### config.mk
export PLATFORM = sky130hd
export DESIGN_NAME = flash_seq_ctrl
export DESIGN_NICKNAME = d
export VERILOG_FILES = /design/src/core/flash_seq_ctrl.v
export VERILOG_INCLUDE_DIRS = /design/src /design/src/core
export SDC_FILE = /design/constraint.sdc
export NUM_CORES = 1
export LEC_CHECK = 0
export BUFFER_PORTS_ARGS = -buffer_cell sky130_fd_sc_hd__buf_2
export CORE_MARGIN = 1
export CORE_UTILIZATION = 54
export CTS_BUF_LIST = sky130_fd_sc_hd__clkbuf_16
export DETAILED_ROUTE_END_ITERATION = 7
export PLACE_DENSITY = 0.9
export SLEW_MARGIN = 20
export SYNTH_ARGS = -nofsm -noshare
export SYNTH_HDL_FRONTEND = slang
export SYNTH_SLANG_ARGS = --single-unit
### constraint.sdc
create_clock -name pclk -period 3.35 [get_ports pclk]
set_input_delay 0.1675 -clock pclk [delete_from_list [all_inputs] [get_ports pclk]]
set_output_delay 0.1675 -clock pclk [all_outputs]
set_load 0.01 [all_outputs]
### src/core/flash_seq_defs.vh
// Constants for the flash status and suspend control block.
`ifndef FLASH_SEQ_DEFS_VH
`define FLASH_SEQ_DEFS_VH
// Register byte offsets.
`define FS_OFF_CMD    8'h00
`define FS_OFF_STAT   8'h04
`define FS_OFF_MODE   8'h08
`define FS_OFF_SER    8'h0C
`define FS_OFF_IDLO   8'h10
`define FS_OFF_IDHI   8'h14
// Command port fields.
`define FS_CMD_BYTE   7:0
`define FS_CMD_BLK    15:8
// Status register bit positions.
`define FS_ST_READY   7
`define FS_ST_ESUS    6
`define FS_ST_EERR    5
`define FS_ST_PERR    4
`define FS_ST_PSUS    3
`define FS_ST_LBDATA  1
`define FS_ST_IDOK    0
// Mode register bit positions.
`define FS_MD_SUSEN   0
`define FS_MD_SUSREQ  1
`define FS_MD_IRQSUS  2
`define FS_MD_MODEB   3
// Serial pin register bit positions.
`define FS_SR_TX      0
`define FS_SR_M3      1
`define FS_SR_DRV     2
`define FS_SR_RX      4
`define FS_SR_STRAP   5
// Command codes.
`define FS_C_CLRST    8'h50
`define FS_C_RDARR    8'hFF
`define FS_C_PROG     8'h40
`define FS_C_ERASE    8'h20
`define FS_C_LOCK     8'h77
`define FS_C_RDLOCK   8'h71
`define FS_C_BLANK    8'h25
`define FS_C_CONFIRM  8'hD0
`define FS_BLANK_VAL  8'hFF
// Reset values.
`define FS_MODE_RST   4'h0
`define FS_SER_RST    3'h1
// Operation lengths and suspend latency, in pclk cycles.
`define FS_ERASE_CYC  16'd8000
`define FS_PROG_CYC   16'd200
`define FS_LOCK_CYC   16'd200
`define FS_BLANK_CYC  16'd256
`define FS_RDLK_CYC   16'd4
`define FS_SUSLAT_CYC 8'd20
`endif

### src/core/flash_seq_ctrl.v
// Flash rewrite sequencer: commands, error status, suspend/resume and serial boot pins.
`timescale 1ns/1ps
`include "flash_seq_defs.vh"

// Notes on behaviour
// - Failing command sets one or both error flags.
// - Malformed sequence or bad confirm sets both flags.
// - Erase during erase suspend is sequence error.
// - Program or erase during program suspend: sequence error.
// - Command to the suspended block: sequence error.
// - Failed erase: erase flag one, program zero.
// - Blank check seeing non-FFh byte: erase flag.
// - Failed program: program flag only.
// - Lock bit left unlocked: program flag only.
// - FFh second cycle discards any command but program, read array.
// - Mode two: mode pin low, separate TX/RX.
// - Mode three: mode pin is bidirectional data.
// - Serial access only after identification codes match.
// - Mode A: acknowledged interrupt auto-raises suspend request.
// - Suspended erase/program limits access to other blocks.
// - Clearing suspend request resumes the operation.
// - Mode A without suspend: interrupts run alongside.
// - Mode B auto suspend: suspend first, then interrupt.
// - Mode B otherwise: interrupts wait for completion.
// - Ready flag low while operation runs.
// - Clear-status command clears both error flags.
module flash_seq_ctrl #(
  parameter CNT_W     = 16,
  parameter ERASE_CYC = `FS_ERASE_CYC,
  parameter PROG_CYC  = `FS_PROG_CYC,
  parameter LOCK_CYC  = `FS_LOCK_CYC,
  parameter BLANK_CYC = `FS_BLANK_CYC,
  parameter RDLK_CYC  = `FS_RDLK_CYC,
  parameter SUS_LAT   = `FS_SUSLAT_CYC,
  parameter ID_W      = 56
) (
  input  wire            pclk,        // System clock
  input  wire            presetn,     // Asynchronous reset, active low
  input  wire            psel,        // APB select
  input  wire            penable,     // APB enable
  input  wire            pwrite,      // APB direction
  input  wire [7:0]      paddr,       // APB byte address
  input  wire [31:0]     pwdata,      // APB write data
  output reg  [31:0]     prdata,      // APB read data
  output wire            pready,      // APB ready
  output reg             pslverr,     // APB error on unmapped offset
  input  wire            op_fail,     // Flash macro verify failed
  input  wire            lock_bit_rd, // Lock bit of the current block
  input  wire [7:0]      blank_byte,  // Byte read during blank check
  input  wire            blank_valid, // Blank byte strobe
  input  wire            irq_req,     // Pending maskable interrupt
  input  wire            irq_ack,     // CPU acknowledged an interrupt
  output wire            irq_allow,   // CPU may service interrupts
  input  wire            acc_valid,   // CPU array access request
  input  wire            acc_write,   // CPU array access is a write
  input  wire [7:0]      acc_block,   // Block of the CPU access
  output wire            acc_allow,   // CPU array access permitted
  output reg             flash_run,   // Flash macro operation running
  output reg  [2:0]      flash_op,    // Flash macro operation kind
  output reg  [7:0]      flash_blk,   // Flash macro target block
  input  wire [ID_W-1:0] id_stored,   // Identification codes held in flash
  output wire            id_granted,  // Identification match latched
  input  wire            mode_i,      // Mode pin level
  output wire            mode_o,      // Mode pin drive value
  output wire            mode_oe_n,   // Mode pin drive enable, active low
  output wire            txd_o,       // Serial transmit pin
  input  wire            rxd_i        // Serial receive pin
);

  localparam [2:0] OP_NONE = 3'd0;
  localparam [2:0] OP_ERS  = 3'd1;
  localparam [2:0] OP_PRG  = 3'd2;
  localparam [2:0] OP_LCK  = 3'd3;
  localparam [2:0] OP_RLK  = 3'd4;
  localparam [2:0] OP_BLK  = 3'd5;
  // Last count of the suspend latency counter; only the low byte is compared.
  localparam integer SUS_LAT_M1 = SUS_LAT - 1;

  function [2:0] code_op;
    input [7:0] c;
    begin
      case (c)
        `FS_C_ERASE:  code_op = OP_ERS;
        `FS_C_PROG:   code_op = OP_PRG;
        `FS_C_LOCK:   code_op = OP_LCK;
        `FS_C_RDLOCK: code_op = OP_RLK;
        `FS_C_BLANK:  code_op = OP_BLK;
        default:      code_op = OP_NONE;
      endcase
    end
  endfunction

  function [CNT_W-1:0] op_len;
    input [2:0] o;
    begin
      case (o)
        OP_ERS:  op_len = ERASE_CYC[CNT_W-1:0];
        OP_PRG:  op_len = PROG_CYC[CNT_W-1:0];
        OP_LCK:  op_len = LOCK_CYC[CNT_W-1:0];
        OP_BLK:  op_len = BLANK_CYC[CNT_W-1:0];
        default: op_len = RDLK_CYC[CNT_W-1:0];
      endcase
    end
  endfunction

  // Pin synchronisers.
  reg        mode_m_q, mode_s_q, rxd_m_q, rxd_s_q;
  reg        strap_q, strap_done_q;
  reg [1:0]  strap_cnt_q;
  // Registers.
  reg [3:0]  mode_q;
  reg [2:0]  ser_q;
  reg [31:0] idlo_q;
  reg        id_ok_q;
  reg        eerr_q, perr_q, lbdata_q;
  // Command and operation state.
  reg        first_q;
  reg [2:0]  fop_q;
  reg [7:0]  fblk_q;
  reg [CNT_W-1:0] cnt_q, sus_cnt_q;
  reg [2:0]  sus_op_q;
  reg [7:0]  sus_blk_q;
  reg        sus_q, bad_q;
  reg [7:0]  lat_q;

  wire       wen    = psel & penable & pwrite;
  wire       rsetup = psel & ~penable;
  wire [7:0] cbyte  = pwdata[`FS_CMD_BYTE];
  wire [7:0] cblk   = pwdata[`FS_CMD_BLK];
  wire       sus_en = mode_q[`FS_MD_SUSEN];
  wire       sreq   = mode_q[`FS_MD_SUSREQ];
  wire       irqsus = mode_q[`FS_MD_IRQSUS];
  wire       mode_b = mode_q[`FS_MD_MODEB];
  wire       serial = strap_done_q & ~strap_q;

  assign pready = 1'b1;

  // In serial boot the command port stays shut until the programmer's codes match.
  wire cmd_ok  = ~serial | id_ok_q;
  wire cmd_wr  = wen & (paddr == `FS_OFF_CMD) & ~flash_run & cmd_ok;
  wire susable = flash_run & ~sus_q & sus_en & ((flash_op == OP_ERS) | (flash_op == OP_PRG));

  // Mode A reacts to the acknowledge, mode B to the raw request.
  wire auto_sus = susable & irqsus & (mode_b ? irq_req : irq_ack);

  // Suspend conflicts checked on the confirming cycle.
  wire conflict = sus_q & (((sus_op_q == OP_ERS) & (fop_q == OP_ERS)) |
                           (sus_op_q == OP_PRG) |
                           (fop_q == OP_BLK) |
                           (fblk_q == sus_blk_q));

  reg        seq_err, clr_st, start;
  always @* begin
    seq_err = 1'b0;
    clr_st  = 1'b0;
    start   = 1'b0;
    if (cmd_wr) begin
      if (!first_q) begin
        if (cbyte == `FS_C_CLRST)
          clr_st = 1'b1;
        else if (cbyte != `FS_C_RDARR && code_op(cbyte) == OP_NONE)
          seq_err = 1'b1;
      end else if (fop_q != OP_PRG && cbyte == `FS_C_RDARR) begin
        seq_err = 1'b0;
      end else if (fop_q != OP_PRG && cbyte != `FS_C_CONFIRM) begin
        seq_err = 1'b1;
      end else if (conflict) begin
        seq_err = 1'b1;
      end else begin
        start = 1'b1;
      end
    end
  end

  wire done     = flash_run & (cnt_q == {CNT_W{1'b0}});
  wire lat_hit  = susable & sreq & (lat_q == SUS_LAT_M1[7:0]);
  wire do_sus   = lat_hit & ~done;
  wire resume   = sus_q & ~sreq & ~flash_run & ~first_q;
  wire blank_ng = blank_valid & (blank_byte != `FS_BLANK_VAL);

  // Error flags: hardware set wins over the clear command.
  wire set_e = seq_err |
               (done & (flash_op == OP_ERS) & op_fail) |
               (done & (flash_op == OP_BLK) & (bad_q | blank_ng));
  wire set_p = seq_err |
               (done & (flash_op == OP_PRG) & op_fail) |
               (done & (flash_op == OP_LCK) & lock_bit_rd);

  always @(posedge pclk or negedge presetn) begin
    if (!presetn) begin
      eerr_q   <= 1'b0;
      perr_q   <= 1'b0;
      lbdata_q <= 1'b0;
    end else begin
      eerr_q <= (eerr_q & ~clr_st) | set_e;
      perr_q <= (perr_q & ~clr_st) | set_p;
      if (done && flash_op == OP_RLK)
        lbdata_q <= lock_bit_rd;
    end
  end

  always @(posedge pclk or negedge presetn) begin
    if (!presetn) begin
      first_q <= 1'b0;
      fop_q   <= OP_NONE;
      fblk_q  <= 8'h00;
    end else if (cmd_wr) begin
      if (!first_q && code_op(cbyte) != OP_NONE) begin
        first_q <= 1'b1;
        fop_q   <= code_op(cbyte);
        fblk_q  <= cblk;
      end else begin
        first_q <= 1'b0;
      end
    end
  end

  // Operation engine with a single suspend slot.
  always @(posedge pclk or negedge presetn) begin
    if (!presetn) begin
      flash_run <= 1'b0;
      flash_op  <= OP_NONE;
      flash_blk <= 8'h00;
      cnt_q     <= {CNT_W{1'b0}};
      bad_q     <= 1'b0;
      sus_q     <= 1'b0;
      sus_op_q  <= OP_NONE;
      sus_blk_q <= 8'h00;
      sus_cnt_q <= {CNT_W{1'b0}};
      lat_q     <= 8'h00;
    end else begin
      if (susable && sreq && !lat_hit)
        lat_q <= lat_q + 8'd1;
      else
        lat_q <= 8'h00;
      if (start) begin
        flash_run <= 1'b1;
        flash_op  <= fop_q;
        flash_blk <= fblk_q;
        cnt_q     <= op_len(fop_q);
        bad_q     <= 1'b0;
      end else if (resume) begin
        flash_run <= 1'b1;
        flash_op  <= sus_op_q;
        flash_blk <= sus_blk_q;
        cnt_q     <= sus_cnt_q;
        sus_q     <= 1'b0;
      end else if (done) begin
        flash_run <= 1'b0;
        flash_op  <= OP_NONE;
      end else if (do_sus) begin
        flash_run <= 1'b0;
        sus_q     <= 1'b1;
        sus_op_q  <= flash_op;
        sus_blk_q <= flash_blk;
        sus_cnt_q <= cnt_q;
        flash_op  <= OP_NONE;
      end else if (flash_run) begin
        cnt_q <= cnt_q - {{(CNT_W-1){1'b0}}, 1'b1};
        if (flash_op == OP_BLK && blank_ng)
          bad_q <= 1'b1;
      end
    end
  end

  // Interrupt arbitration; a running operation in mode B holds interrupts back.
  assign irq_allow = ~mode_b | ~flash_run;

  // Array access while an operation is suspended.
  assign acc_allow = acc_valid & ~flash_run &
                     (~sus_q | ((acc_block != sus_blk_q) &
                                ((sus_op_q == OP_ERS) | ~acc_write)));

  // Mode register; the interrupt-raised request wins over a software clear.
  always @(posedge pclk or negedge presetn) begin
    if (!presetn) begin
      mode_q <= `FS_MODE_RST;
    end else if (wen && paddr == `FS_OFF_MODE) begin
      mode_q <= pwdata[3:0] | {2'b00, auto_sus, 1'b0};
    end else if (auto_sus) begin
      mode_q[`FS_MD_SUSREQ] <= 1'b1;
    end
  end

  // Boot pins; the strap is caught on the third edge after reset release.
  always @(posedge pclk or negedge presetn) begin
    if (!presetn) begin
      mode_m_q     <= 1'b1;
      mode_s_q     <= 1'b1;
      rxd_m_q      <= 1'b1;
      rxd_s_q      <= 1'b1;
      strap_q      <= 1'b1;
      strap_done_q <= 1'b0;
      strap_cnt_q  <= 2'd0;
    end else begin
      mode_m_q <= mode_i;
      mode_s_q <= mode_m_q;
      rxd_m_q  <= rxd_i;
      rxd_s_q  <= rxd_m_q;
      // The synchronisers reset high, so the pin level is only valid after two edges.
      if (!strap_done_q) begin
        if (strap_cnt_q == 2'd2) begin
          strap_q      <= mode_s_q;
          strap_done_q <= 1'b1;
        end else begin
          strap_cnt_q <= strap_cnt_q + 2'd1;
        end
      end
    end
  end

  always @(posedge pclk or negedge presetn) begin
    if (!presetn)
      ser_q <= `FS_SER_RST;
    else if (wen && paddr == `FS_OFF_SER)
      ser_q <= pwdata[2:0];
  end

  wire m3 = ser_q[`FS_SR_M3];
  // Mode two keeps the mode pin an input and uses the separate TX and RX pins.
  assign txd_o     = ~serial | m3 | ser_q[`FS_SR_TX];
  // Mode three turns the mode pin into the one data line.
  assign mode_o    = ser_q[`FS_SR_TX];
  assign mode_oe_n = ~(serial & m3 & ser_q[`FS_SR_DRV]);
  wire   rx_bit    = m3 ? mode_s_q : rxd_s_q;

  // Identification codes; the compare is taken when the high word lands.
  always @(posedge pclk or negedge presetn) begin
    if (!presetn) begin
      idlo_q  <= 32'h0000_0000;
      id_ok_q <= 1'b0;
    end else if (wen && paddr == `FS_OFF_IDLO) begin
      idlo_q <= pwdata;
    end else if (wen && paddr == `FS_OFF_IDHI) begin
      id_ok_q <= ({pwdata[ID_W-33:0], idlo_q} == id_stored);
    end
  end
  assign id_granted = id_ok_q;

  // Read data is captured in the setup cycle so that prdata comes from a flop.
  reg [31:0] rd_d;
  reg        err_d;
  always @* begin
    rd_d  = 32'h0000_0000;
    err_d = 1'b0;
    case (paddr)
      `FS_OFF_CMD:  rd_d = 32'h0000_0000;
      `FS_OFF_STAT: begin
        rd_d[`FS_ST_READY]  = ~flash_run;
        rd_d[`FS_ST_ESUS]   = sus_q & (sus_op_q == OP_ERS);
        rd_d[`FS_ST_EERR]   = eerr_q;
        rd_d[`FS_ST_PERR]   = perr_q;
        rd_d[`FS_ST_PSUS]   = sus_q & (sus_op_q == OP_PRG);
        rd_d[`FS_ST_LBDATA] = lbdata_q;
        rd_d[`FS_ST_IDOK]   = id_ok_q;
      end
      `FS_OFF_MODE: rd_d[3:0] = mode_q;
      `FS_OFF_SER: begin
        rd_d[2:0]          = ser_q;
        rd_d[`FS_SR_RX]    = rx_bit;
        rd_d[`FS_SR_STRAP] = strap_q;
      end
      `FS_OFF_IDLO: rd_d = 32'h0000_0000;
      `FS_OFF_IDHI: rd_d = 32'h0000_0000;
      default:      err_d = 1'b1;
    endcase
  end

  always @(posedge pclk or negedge presetn) begin
    if (!presetn) begin
      prdata  <= 32'h0000_0000;
      pslverr <= 1'b0;
    end else if (rsetup) begin
      prdata  <= pwrite ? 32'h0000_0000 : rd_d;
      pslverr <= err_d;
    end
  end

endmodule

==> metrics.txt, run 1 <==
outcome finished clean; vias in the first global route 6011; Placed Cells 990; Syn Inst Count 683; initial core utilization 56.0%; Yosys reg bits 137; Mean Syn Cell Area 10.9 sq um; CP max FO 13; initial antenna violation count 0; CP Buf/Inv Count 1; Synth area leaders dfrtp_1 (44%), mux2_2 (11%), xor2_1 (6.3%); WHS Path Cells 2; DRC 0; Syn. warnings 0; top_reg_cell synth dfrtp_1; Worst-Skew Late Latency 0.42 ns; Max VDD drop 0.000318 V; die span in x 120 microns; Final setup viols 0; root buf cell clkbuf_16; fin nets 974; Min Hold Slack 0.0104 ns; setup ws final 0.532 ns; antenna cell count 0; pre-CTS setup slack 0.628 ns; period utilisation layout 84.1%; HP Class input pin to flip-flop; reg-to-reg slack, setup 0.53 ns; Vias/cell 5.87; Synth cell types 76; core footprint 0.0133 sq mm; total power 0.00362 W; CTS tree built; CP endpoint kind flip-flop; htree depth 4; hold endpoint idlo_q[23]; R2R Path End flash_blk[1]; Top delay family on crit path simple AND/OR/NAND/NOR gates; worst-margin pin slew 0.825 ns; critical path data required time 3.70 ns; final wirelength 18600 microns; drt wl/cell 18.0 microns; DRT Pass-1 Iters 5; hold path start pwdata[23]; RSZ-0062 raised after global routing no; Overflow after GRT 0; Reg2Reg Depth 7; 1st-iter DRT viols 467; Crit path arrival time 3.17 ns; I/O Pins 178; async set or reset register ratio after synthesis 100%; synthesized area 0.00747 sq mm; Startpoint Class flip-flop; final hold violations 0; die height 120 microns; Pins Over Slew Limit 0; layout cells sized above 1 33.4%; top cells by count, synth dfrtp_1 (131), mux2_2 (73), nand2_1 (58); Buffers on Ports 152; Slew HR 44.5%; Pwr Density 405 mW/mm^2; Total GRT Usage 27.1%; Num CTS Buffers 17; Layout Skew 0.00855 ns; dpl hpwl 13200 microns; area leader, netlist dfrtp_1; largest net degree at the start of global routing 74; slowest CP cell and3_1; Max Cap Viol 0; setup TNS 0 ns; slowest cell delay on critical path 0.65 ns; Crit. Startpoint fop_q[2]; number of synthesized flops with an enable pin 0; Core Rows 42; clock sink total 137; launching point of the worst reg2reg path fop_q[2]; most common cell in the netlist dfrtp_1; maximum clock rate 355 MHz; Final min period 2.82 ns; Worst-path clk slew 0.06 ns; first-pass GRT wire length 30000 microns; gpl congestion 0.844; via count of the routed design 6066; worst-path cell chain nor3b_1 -> a21oi_1 -> nor4_2 -> and3_1 -> buf_4 -> a22oi_1 -> nand2_1; Routed Antenna Nets 0; Final Non-Filler Cells 1034; CTS resizes 0; CTS max path bufs 2; WS Path Type flip-flop to flip-flop; sequential fraction of the synthesis area 46.0%; leakage 4.34 nW; synthesis-to-finish area growth 19.6%; share of the synthesized area in the top cell type 43.9%; die area 0.0143 sq mm
[where the power goes]
group / leakage (nW) / switching, W / internal (W)
combinational: 2.24 / 0.000152 / 0.000114
sequential: 1.84 / 0.00000878 / 0.00167
clock: 0.267 / 0.000687 / 0.000990
[placed cells by master, fill, tap and decap left out, types with 6 or more instances in the layout]
master	instances
a21oi_1	12
mux2_1	8
nand2_1	58
nand3_1	19
buf_4	10
nor3_1	12
dfstp_2	6
dlygate4sd3_1	12
clkinv_1	6
xnor2_1	32
nor2b_1	6
mux2i_1	6
a22oi_1	14
nand4_1	17
dfrtp_1	131
conb_1	25
inv_1	12
mux2_2	73
nor4_1	16
o21ai_0	10
and3_1	7
buf_2	151
xor2_1	54
nor2_1	34
clkbuf_16	17
o31ai_1	7
[registers in the layout, summed over array words and instances (netlist names), 8 cells and up]
signal and flops:
sus_blk_q 8, cnt_q 16, flash_blk 8, idlo_q 32
fblk_q 8, sus_cnt_q 16, prdata 8, lat_q 8
[worst register-to-register path: stages (launching register included)]
cell	delay, ns
dfrtp_1	0.47
nor3b_1	0.46
a21oi_1	0.16
nor4_2	0.50
and3_1	0.65
buf_4	0.31
a22oi_1	0.11
nand2_1	0.09
[repair_timing]
action,CTS,global route
endpoints found under the hold margin,79,1
hold buffers,11,1
setup buffers,0,0
[layer usage]
layer,wire [microns],global-route usage [%],vias up
met3,1420,5.99,49
met1,7440,34.4,2938
met2,9230,44.5,330
li1,-,-,2749
met4,529,11.7,0
met5,0,0,-
[metrics by stage]
stage,util [%],area (sq um)
CTS,66.9,8920
finish,66.9,8930
global placement,62.1,8290
global route,66.9,8930
detailed placement,62.1,8290
floorplan,-,7560
[cells by family after synthesis]
logic type               share of synthesized area (%)
AND/OR/NAND/NOR                                   16.0
AO/OA/AOI/OAI                                     9.21
buffers and inverters                             5.09
flip-flops                                        46.0
adder cells (fa/ha/maj)                          0.502
other                                            0.101
multiplexers                                      13.0
XOR/XNOR                                          10.1
[cell type report]
type	count	area, sq um
fill	985	4410
timing repair buffer	174	962
clock inverter	15	93.8
multi-input combinational	504	3750
tap	176	220
inverter	11	41.3
sequential	137	3440
clock buffer	17	425
[how the worst max path moves through the flow]
stage                   end  slack [ns]  cells after the start
2_1_floorplan  sus_cnt_q[0]        0.95                      6
3_3_place_gp   flash_blk[2]        0.74                      8
3_5_place_dp   flash_blk[4]        0.63                      8
4_1_cts        flash_blk[4]        0.65                      6
5_1_grt        flash_blk[1]        0.41                      7
6_report       flash_blk[1]        0.53                      7
Power figures use the tool's default switching activity.
==> run 2: changes to the inputs <==
--- a/config.mk
+++ b/config.mk
@@ -6,12 +6,13 @@
 export SDC_FILE = /design/constraint.sdc
 export NUM_CORES = 1
 export LEC_CHECK = 0
+export ABC_AREA = 1
 export BUFFER_PORTS_ARGS = -buffer_cell sky130_fd_sc_hd__buf_2
 export CORE_MARGIN = 1
-export CORE_UTILIZATION = 54
+export CORE_UTILIZATION = 55
 export CTS_BUF_LIST = sky130_fd_sc_hd__clkbuf_16
 export DETAILED_ROUTE_END_ITERATION = 7
-export PLACE_DENSITY = 0.9
+export PLACE_DENSITY = 0.91
 export SLEW_MARGIN = 20
 export SYNTH_ARGS = -nofsm -noshare
 export SYNTH_HDL_FRONTEND = slang
==> constraint.sdc (replaced) <==
create_clock -name pclk -period 2.93 [get_ports pclk]
set_input_delay 0.1465 -clock pclk [delete_from_list [all_inputs] [get_ports pclk]]
set_output_delay 0.1465 -clock pclk [all_outputs]
set_load 0.01 [all_outputs]
==> run 2 against run 1 <==
Compared with the run above: hold slack better by 0.0064 ns; power up 21%; sequential share of layout area down 1.9 points; global-route usage up 4.0 points; die area up 2.8%; register-to-register slack better by 0.02 ns; synthesized cell count up 37%; clock-buffer cell count unchanged.
==> metrics.txt, run 2 <==
outcome finished clean (unchanged); Vias/cell 5.68 (was 5.87); Core Rows 43 (was 42); setup TNS 0 ns (unchanged); I/O Pins 178 (unchanged); Largest regs idlo_q: 32 flops, cnt_q: 16 flops, sus_cnt_q: 16 flops (unchanged); hold-fix buffers at CTS 21 (was 11); fin nets 1243 (was 974); share of the synthesized area in the top cell type 41.9% (was 43.9%); Worst-path clk slew 0.06 ns (about the same); synthesis-to-finish area growth 20.2% (was 19.6%); CTS resizes 0 (unchanged); Buffers on Ports 152 (unchanged); hold path start lock_bit_rd (was pwdata[23]); Synth area leaders dfrtp_1 (42%), nand2_1 (10%), xnor2_1 (5.4%) (was dfrtp_1 (44%), mux2_2 (11%), xor2_1 (6.3%)); final core utilization 67.8% (was 66.9%); Total GRT Usage 31.0% (was 27.1%); WS Path Type flip-flop to flip-flop (unchanged); Num CTS Buffers 17 (unchanged); final hold violations 0 (unchanged); die span in x 121 microns (was 120 microns); Final Non-Filler Cells 1307 (was 1034); area of the multi-input gates 0.00375 sq mm (about the same); Pwr Density 466 mW/mm^2 (was 405 mW/mm^2); dpl hpwl 14600 microns (was 13200 microns); leakage 4.69 nW (was 4.34 nW); CTS max path bufs 2 (unchanged); initial antenna violation count 0 (unchanged); DRT Pass-1 Iters 5 (unchanged); initial core utilization 56.4% (was 56.0%); period utilisation layout 81.3% (was 84.1%); Syn Inst Count 939 (was 683); Slew HR 44.4% (was 44.5%); Routed Antenna Nets 0 (unchanged); Reg2Reg Depth 10 (was 7); WHS Path Cells 2 (unchanged); commonest non-fill, non-tap cell in the layout nand2_1 (was buf_2); top cells by count, synth nand2_1 (214), dfrtp_1 (131), inv_1 (90) (was dfrtp_1 (131), mux2_2 (73), nand2_1 (58)); pre-CTS setup slack 0.639 ns (was 0.628 ns); Max VDD drop 0.000367 V (was 0.000318 V); Yosys reg bits 137 (unchanged); total area of sequential cells 0.00344 sq mm (unchanged); synthesized area 0.00783 sq mm (was 0.00747 sq mm); Overflow after GRT 0 (unchanged); Syn. warnings 0 (unchanged); core footprint 0.0139 sq mm (was 0.0133 sq mm); Placed Cells 1254 (was 990); Max Cap Viol 0 (unchanged); largest net degree at the start of global routing 78 (was 74); Synth cell types 52 (was 76); Worst-Skew Late Latency 0.43 ns (was 0.42 ns); first-pass GRT wire length 34900 microns (was 30000 microns); hold endpoint lbdata_q (was idlo_q[23]); most common cell in the netlist nand2_1 (was dfrtp_1); Reg with most FFs idlo_q (unchanged); Startpoint Class flip-flop (unchanged); setup bufs post-CTS 0 (unchanged); Pins Over Slew Limit 0 (unchanged); maximum clock rate 420 MHz (was 355 MHz); gpl congestion 0.884 (was 0.844); vias in the first global route 7250 (was 6011); launching point of the worst reg2reg path strap_q (was fop_q[2]); clock sink total 137 (unchanged); CP endpoint kind flip-flop (unchanged); area leader, netlist dfrtp_1 (unchanged); number of synthesized flops with an enable pin 0 (unchanged); root buf cell clkbuf_16 (unchanged); die height 121 microns (was 120 microns); htree depth 4 (unchanged); layout cells sized above 1 24.4% (was 33.4%); CP max FO 12 (was 13); async set or reset register ratio after synthesis 100% (unchanged); final wirelength 21500 microns (was 18600 microns); R2R Path End fblk_q[0] (was flash_blk[1]); CTS tree built (unchanged); RSZ-0062 raised after global routing no (unchanged); most frequent cells in the layout nand2_1 (214), buf_2 (151), dfrtp_1 (131), inv_1 (90), nor2_1 (79) (was buf_2 (151), dfrtp_1 (131), mux2_2 (73), nand2_1 (58), xor2_1 (54)); Fillers 994 (was 985); sequential fraction of the synthesis area 43.9% (was 46.0%); max reg flops 32 (unchanged); Crit path arrival time 2.73 ns (was 3.17 ns); antenna cell count 0 (unchanged); total power 0.00438 W (was 0.00362 W); setup ws final 0.548 ns (was 0.532 ns); via count of the routed design 7423 (was 6066); reg-to-reg slack, setup 0.55 ns (was 0.53 ns); top_reg_cell synth dfrtp_1 (unchanged); worst-margin pin slew 0.831 ns (was 0.825 ns); critical path data required time 3.27 ns (was 3.70 ns); HP Class input pin to flip-flop (unchanged); Final min period 2.38 ns (was 2.82 ns); DRC 0 (unchanged); Layout Skew 0.00712 ns (was 0.00855 ns); drt wl/cell 16.5 microns (was 18.0 microns); 1st-iter DRT viols 701 (was 467); die area 0.0147 sq mm (was 0.0143 sq mm); Mean Syn Cell Area 8.34 sq um (was 10.9 sq um); Final setup viols 0 (unchanged)
[run 2: cell count changes in the layout (fill, tap and decap cells not counted), moves of 13 or more]
cell     delta
nor2_1     +45
a22oi_1    -13
inv_1      +78
nand2_1   +156
xnor2_1    +16
o21ai_0    +57
nand3_1    +30
xor2_1     -36
nand4_1    +17
mux2_2     -54
[run 2: how the worst max path moves through the flow]
stage	startpoint	to	slack (ns)	depth (start not counted)
global route	strap_q	cnt_q[8]	0.35	11
CTS	strap_q	cnt_q[8]	0.58	11
global placement	flash_run	cnt_q[8]	0.71	10
floorplan	cnt_q[0]	cnt_q[12]	1.11	12
finish	strap_q	fblk_q[0]	0.55	10
detailed placement	flash_run	cnt_q[8]	0.64	10
[run 2: power breakdown]
| part | switching (W) | internal [W] | leakage [nW] | total (W) |
|---|---|---|---|---|
| clock | 0.000821 | 0.00132 | 0.288 | 0.00214 |
| sequential | 0.00000979 | 0.00191 | 1.68 | 0.00192 |
| combinational | 0.000181 | 0.000141 | 2.72 | 0.000322 |
[run 2: layout make-up]
cell class                      count  area share, %
Tap cell                          180           2.39
Timing Repair Buffer              181           11.0
Clock inverter                     15           1.69
Sequential cell                   137           36.5
Multi-Input combinational cell    678           39.8
Clock buffer                       17           4.52
Inverter                           99           4.00
[run 2: critical path, stage by stage (launching register included)]
cell and delay [ns]:
dfstp_2 0.52, inv_1 0.07, nand2_1 0.10, o21ai_1 0.07
nor2_1 0.17, nand2_1 0.15, nor2_2 0.19, inv_1 0.08
nor2_1 0.64, nand2_1 0.18, o21ai_1 0.14
[run 2: kinds of logic (layout without fill, tap and decap cells)]
group                      Yosys count  after routing  share of synthesized area, %
buffers and inverters              147            312                          9.35
and+or+nand+nor                    441            441                          26.0
other                                2             25                        0.0959
muxes                               19             19                          2.73
DFF                                137            137                          43.9
xor gates and xnor gates            66             66                          7.38
AOI/OAI and AO/OA                  124            124                          10.0
adders and majority gates            3              3                         0.480
[run 2: metal layers]
metal / GRT usage, % / vias up / share of wire (%)
met2: 50.9 / 398 / 48
met5: 0 / - / 0
met1: 38.6 / 3539 / 40
li1: - / 3392 / -
met3: 5.26 / 94 / 7.4
met4: 17.8 / 0 / 4.6
[run 2: stage by stage]
step           cell area (sq um)  hold slack (ns)
2_1_floorplan               7910           -0.149
6_report                    9410           0.0168
3_3_place_gp                8610            0.223
3_5_place_dp                8610            0.228
4_1_cts                     9410          0.00206
5_1_grt                     9410          0.00660
==> run 3: changes to the inputs <==
==> constraint.sdc (replaced) <==
create_clock -name pclk -period 2.3 [get_ports pclk]
set_input_delay 0.115 -clock pclk [delete_from_list [all_inputs] [get_ports pclk]]
set_output_delay 0.115 -clock pclk [all_outputs]
set_load 0.01 [all_outputs]
==> run 3 against run 2 <==
Compared with the run above: wire length rose by 10%; power rose by 35%; maximum frequency rose by 9.2%; largest cell class unchanged; final area rose by 3.5%; final cell count rose by 2.1%; sequential share of layout area fell by 1.2 points; via count rose by 4.8%; clock-buffer cell count did not move; combinational power rose by 35%; critical endpoint is now cnt_q[11]; global-route usage rose by 2.7 points.
==> metrics.txt, run 3 (same netlist as run 2, synthesis figures left out) <==
antenna cell count 0 (unchanged); Num CTS Buffers 17 (unchanged); critical path data required time 2.62 ns (was 3.27 ns); CP endpoint kind flip-flop (unchanged); synthesis-to-finish area growth 24.3% (was 20.2%); Fillers 941 (was 994); cell repeated most along the worst path nand2_1 (unchanged); Pwr Density 609 mW/mm^2 (was 466 mW/mm^2); dpl hpwl 15000 microns (was 14600 microns); Overflow after GRT 0 (unchanged); 1st-iter DRT viols 957 (was 701); Max VDD drop 0.000427 V (was 0.000367 V); Worst-Skew Late Latency 0.43 ns (about the same); slowest CP cell dfrtp_1 (was nor2_1); Routed Antenna Nets 0 (unchanged); CP max FO 13 (was 12); Startpoint Class flip-flop (unchanged); CTS tree built (unchanged); commonest non-fill, non-tap cell in the layout nand2_1 (unchanged); Slew HR 66.7% (was 44.4%); reg-to-reg slack, setup 0.12 ns (was 0.55 ns); leakage 4.83 nW (was 4.69 nW); DRC 0 (unchanged); Placed Cells 1265 (was 1254); die area 0.0147 sq mm (unchanged); RSZ-0062 raised after global routing no (unchanged); initial antenna violation count 0 (unchanged); clock sink total 137 (unchanged); Vias/cell 5.83 (was 5.68); vias in the first global route 7793 (was 7250); period utilisation layout 94.8% (was 81.3%); I/O Pins 178 (unchanged); maximum clock rate 459 MHz (was 420 MHz); DRT Pass-1 Iters 7 (was 5); CP Buf/Inv Count 2 (unchanged); Final Non-Filler Cells 1334 (was 1307); Reg with most FFs idlo_q (unchanged); core footprint 0.0139 sq mm (unchanged); Worst path depth 11 (was 10); Worst-path clk slew 0.06 ns (about the same); Max Cap Viol 0 (unchanged); Reg2Reg Depth 11 (was 10); htree depth 4 (unchanged); Final setup viols 0 (unchanged); Core Rows 43 (unchanged); slowest cell delay on critical path 0.39 ns (was 0.64 ns); drt wl/cell 17.8 microns (was 16.5 microns); CTS max path bufs 2 (unchanged); pre-CTS setup slack 0.0923 ns (was 0.639 ns); initial core utilization 56.4% (unchanged); setup ws final 0.120 ns (was 0.548 ns); Total GRT Usage 33.7% (was 31.0%); total area of sequential cells 0.00344 sq mm (unchanged); die span in x 121 microns (unchanged); worst-margin pin slew 0.498 ns (was 0.831 ns); final wirelength 23700 microns (was 21500 microns); most frequent cells in the layout nand2_1 (214), buf_2 (151), dfrtp_1 (131), inv_1 (90), nor2_1 (79) (unchanged); Top delay family on crit path simple AND/OR/NAND/NOR gates (unchanged); setup TNS 0 ns (unchanged); gpl congestion 0.953 (was 0.884); via count of the routed design 7782 (was 7423); area of the multi-input gates 0.00377 sq mm (was 0.00375 sq mm); fin nets 1270 (was 1243); WS Path Type flip-flop to flip-flop (unchanged); Buffers on Ports 152 (unchanged); Crit path arrival time 2.50 ns (was 2.73 ns); first-pass GRT wire length 37900 microns (was 34900 microns); max reg flops 32 (unchanged); Pins Over Slew Limit 0 (unchanged); final hold violations 0 (unchanged); worst-path cell chain inv_1 -> ha_1 -> nand2_1 -> nor3_1 -> nand3_2 -> nand2_2 -> nor2_2 -> clkinv_4 -> nand3_4 -> nand2_1 -> nand2_1 (was inv_1 -> nand2_1 -> o21ai_1 -> nor2_1 -> nand2_1 -> nor2_2 -> inv_1 -> nor2_1 -> nand2_1 -> o21ai_1); WHS Path Cells 3 (was 2); outcome finished clean (unchanged); HP Class input pin to flip-flop (unchanged); largest net degree at the start of global routing 54 (was 78); die height 121 microns (unchanged); layout cells sized above 1 25.6% (was 24.4%); Final min period 2.18 ns (was 2.38 ns); root buf cell clkbuf_16 (unchanged); Layout Skew 0.00881 ns (was 0.00712 ns); Largest regs idlo_q: 32 flops, cnt_q: 16 flops, sus_cnt_q: 16 flops (unchanged)
[run 3: changes by cell type in the layout (fill, tap and decap cells not counted), sizes merged]
cell / change
buf: +16
dlygate4sd3: +9
clkinv: -8
clkinvlp: +4
bufinv: +2
inv: +2
nand3: +2
[run 3: worst paths after layout]
| path | end | start |
|---|---|---|
| setup / recovery | cnt_q[11] | cnt_q[0] |
| setup reg to reg | cnt_q[11] | cnt_q[0] |
| hold / removal | idlo_q[7] | pwdata[7] |
| max in group asynchronous | bad_q | presetn |
| hold reg to reg | mode_s_q | mode_m_q |
| min in group asynchronous | cnt_q[3] | presetn |
[run 3: layer usage]
metal	share of wire [%]	track usage, %	routed length, microns
met1	37	40.3	8900
met2	46	53.4	11000
met3	9.2	8.83	2180
met4	6.8	22.2	1620
met5	0	0	0
[run 3: area by class of cell]
| type | instances | area share (%) |
|---|---|---|
| multi-input combinational | 680 | 38.8 |
| sequential | 137 | 35.3 |
| timing repair buffer | 206 | 13.1 |
| clock buffer | 17 | 4.37 |
| inverter | 99 | 3.87 |
| tap | 180 | 2.31 |
| clock inverter | 15 | 2.29 |
[run 3: power breakdown]
part           total, W  switching, W  internal [W]  leakage (nW)
combinational  0.000436      0.000244      0.000192          2.84
sequential      0.00245     0.0000128       0.00243          1.68
clock           0.00304       0.00112       0.00192         0.301
total           0.00593       0.00138       0.00455          4.83
[run 3: worst reg2reg max path: cells and delay by family, from the launching register on]
family	cells	cell delay, ns
fa+ha+maj	1	0.26
flops	1	0.39
simple gates	8	1.20
buf+inv	2	0.22
[run 3: what timing repair did]
action / CTS / global route
setup endpoints to repair: 0 / 17
hold endpoints to repair: 78 / 0
hold buffers: 30 / 0
buffers inserted: 0 / 5
gates resized for setup: 0 / 1
[run 3: per-stage QoR]
step | total power (W) | hold slack [ns] | cell area (sq um) | util [%]
floorplan | 0.00267 | -0.181 | 7910 | -
global placement | 0.00285 | 0.0773 | 8720 | 62.8
detailed placement | 0.00286 | 0.0743 | 8720 | 62.8
CTS | 0.00590 | 0.00227 | 9670 | 69.6
global route | 0.00607 | 0.0258 | 9730 | 70.1
finish | 0.00593 | 0.0208 | 9730 | 70.1
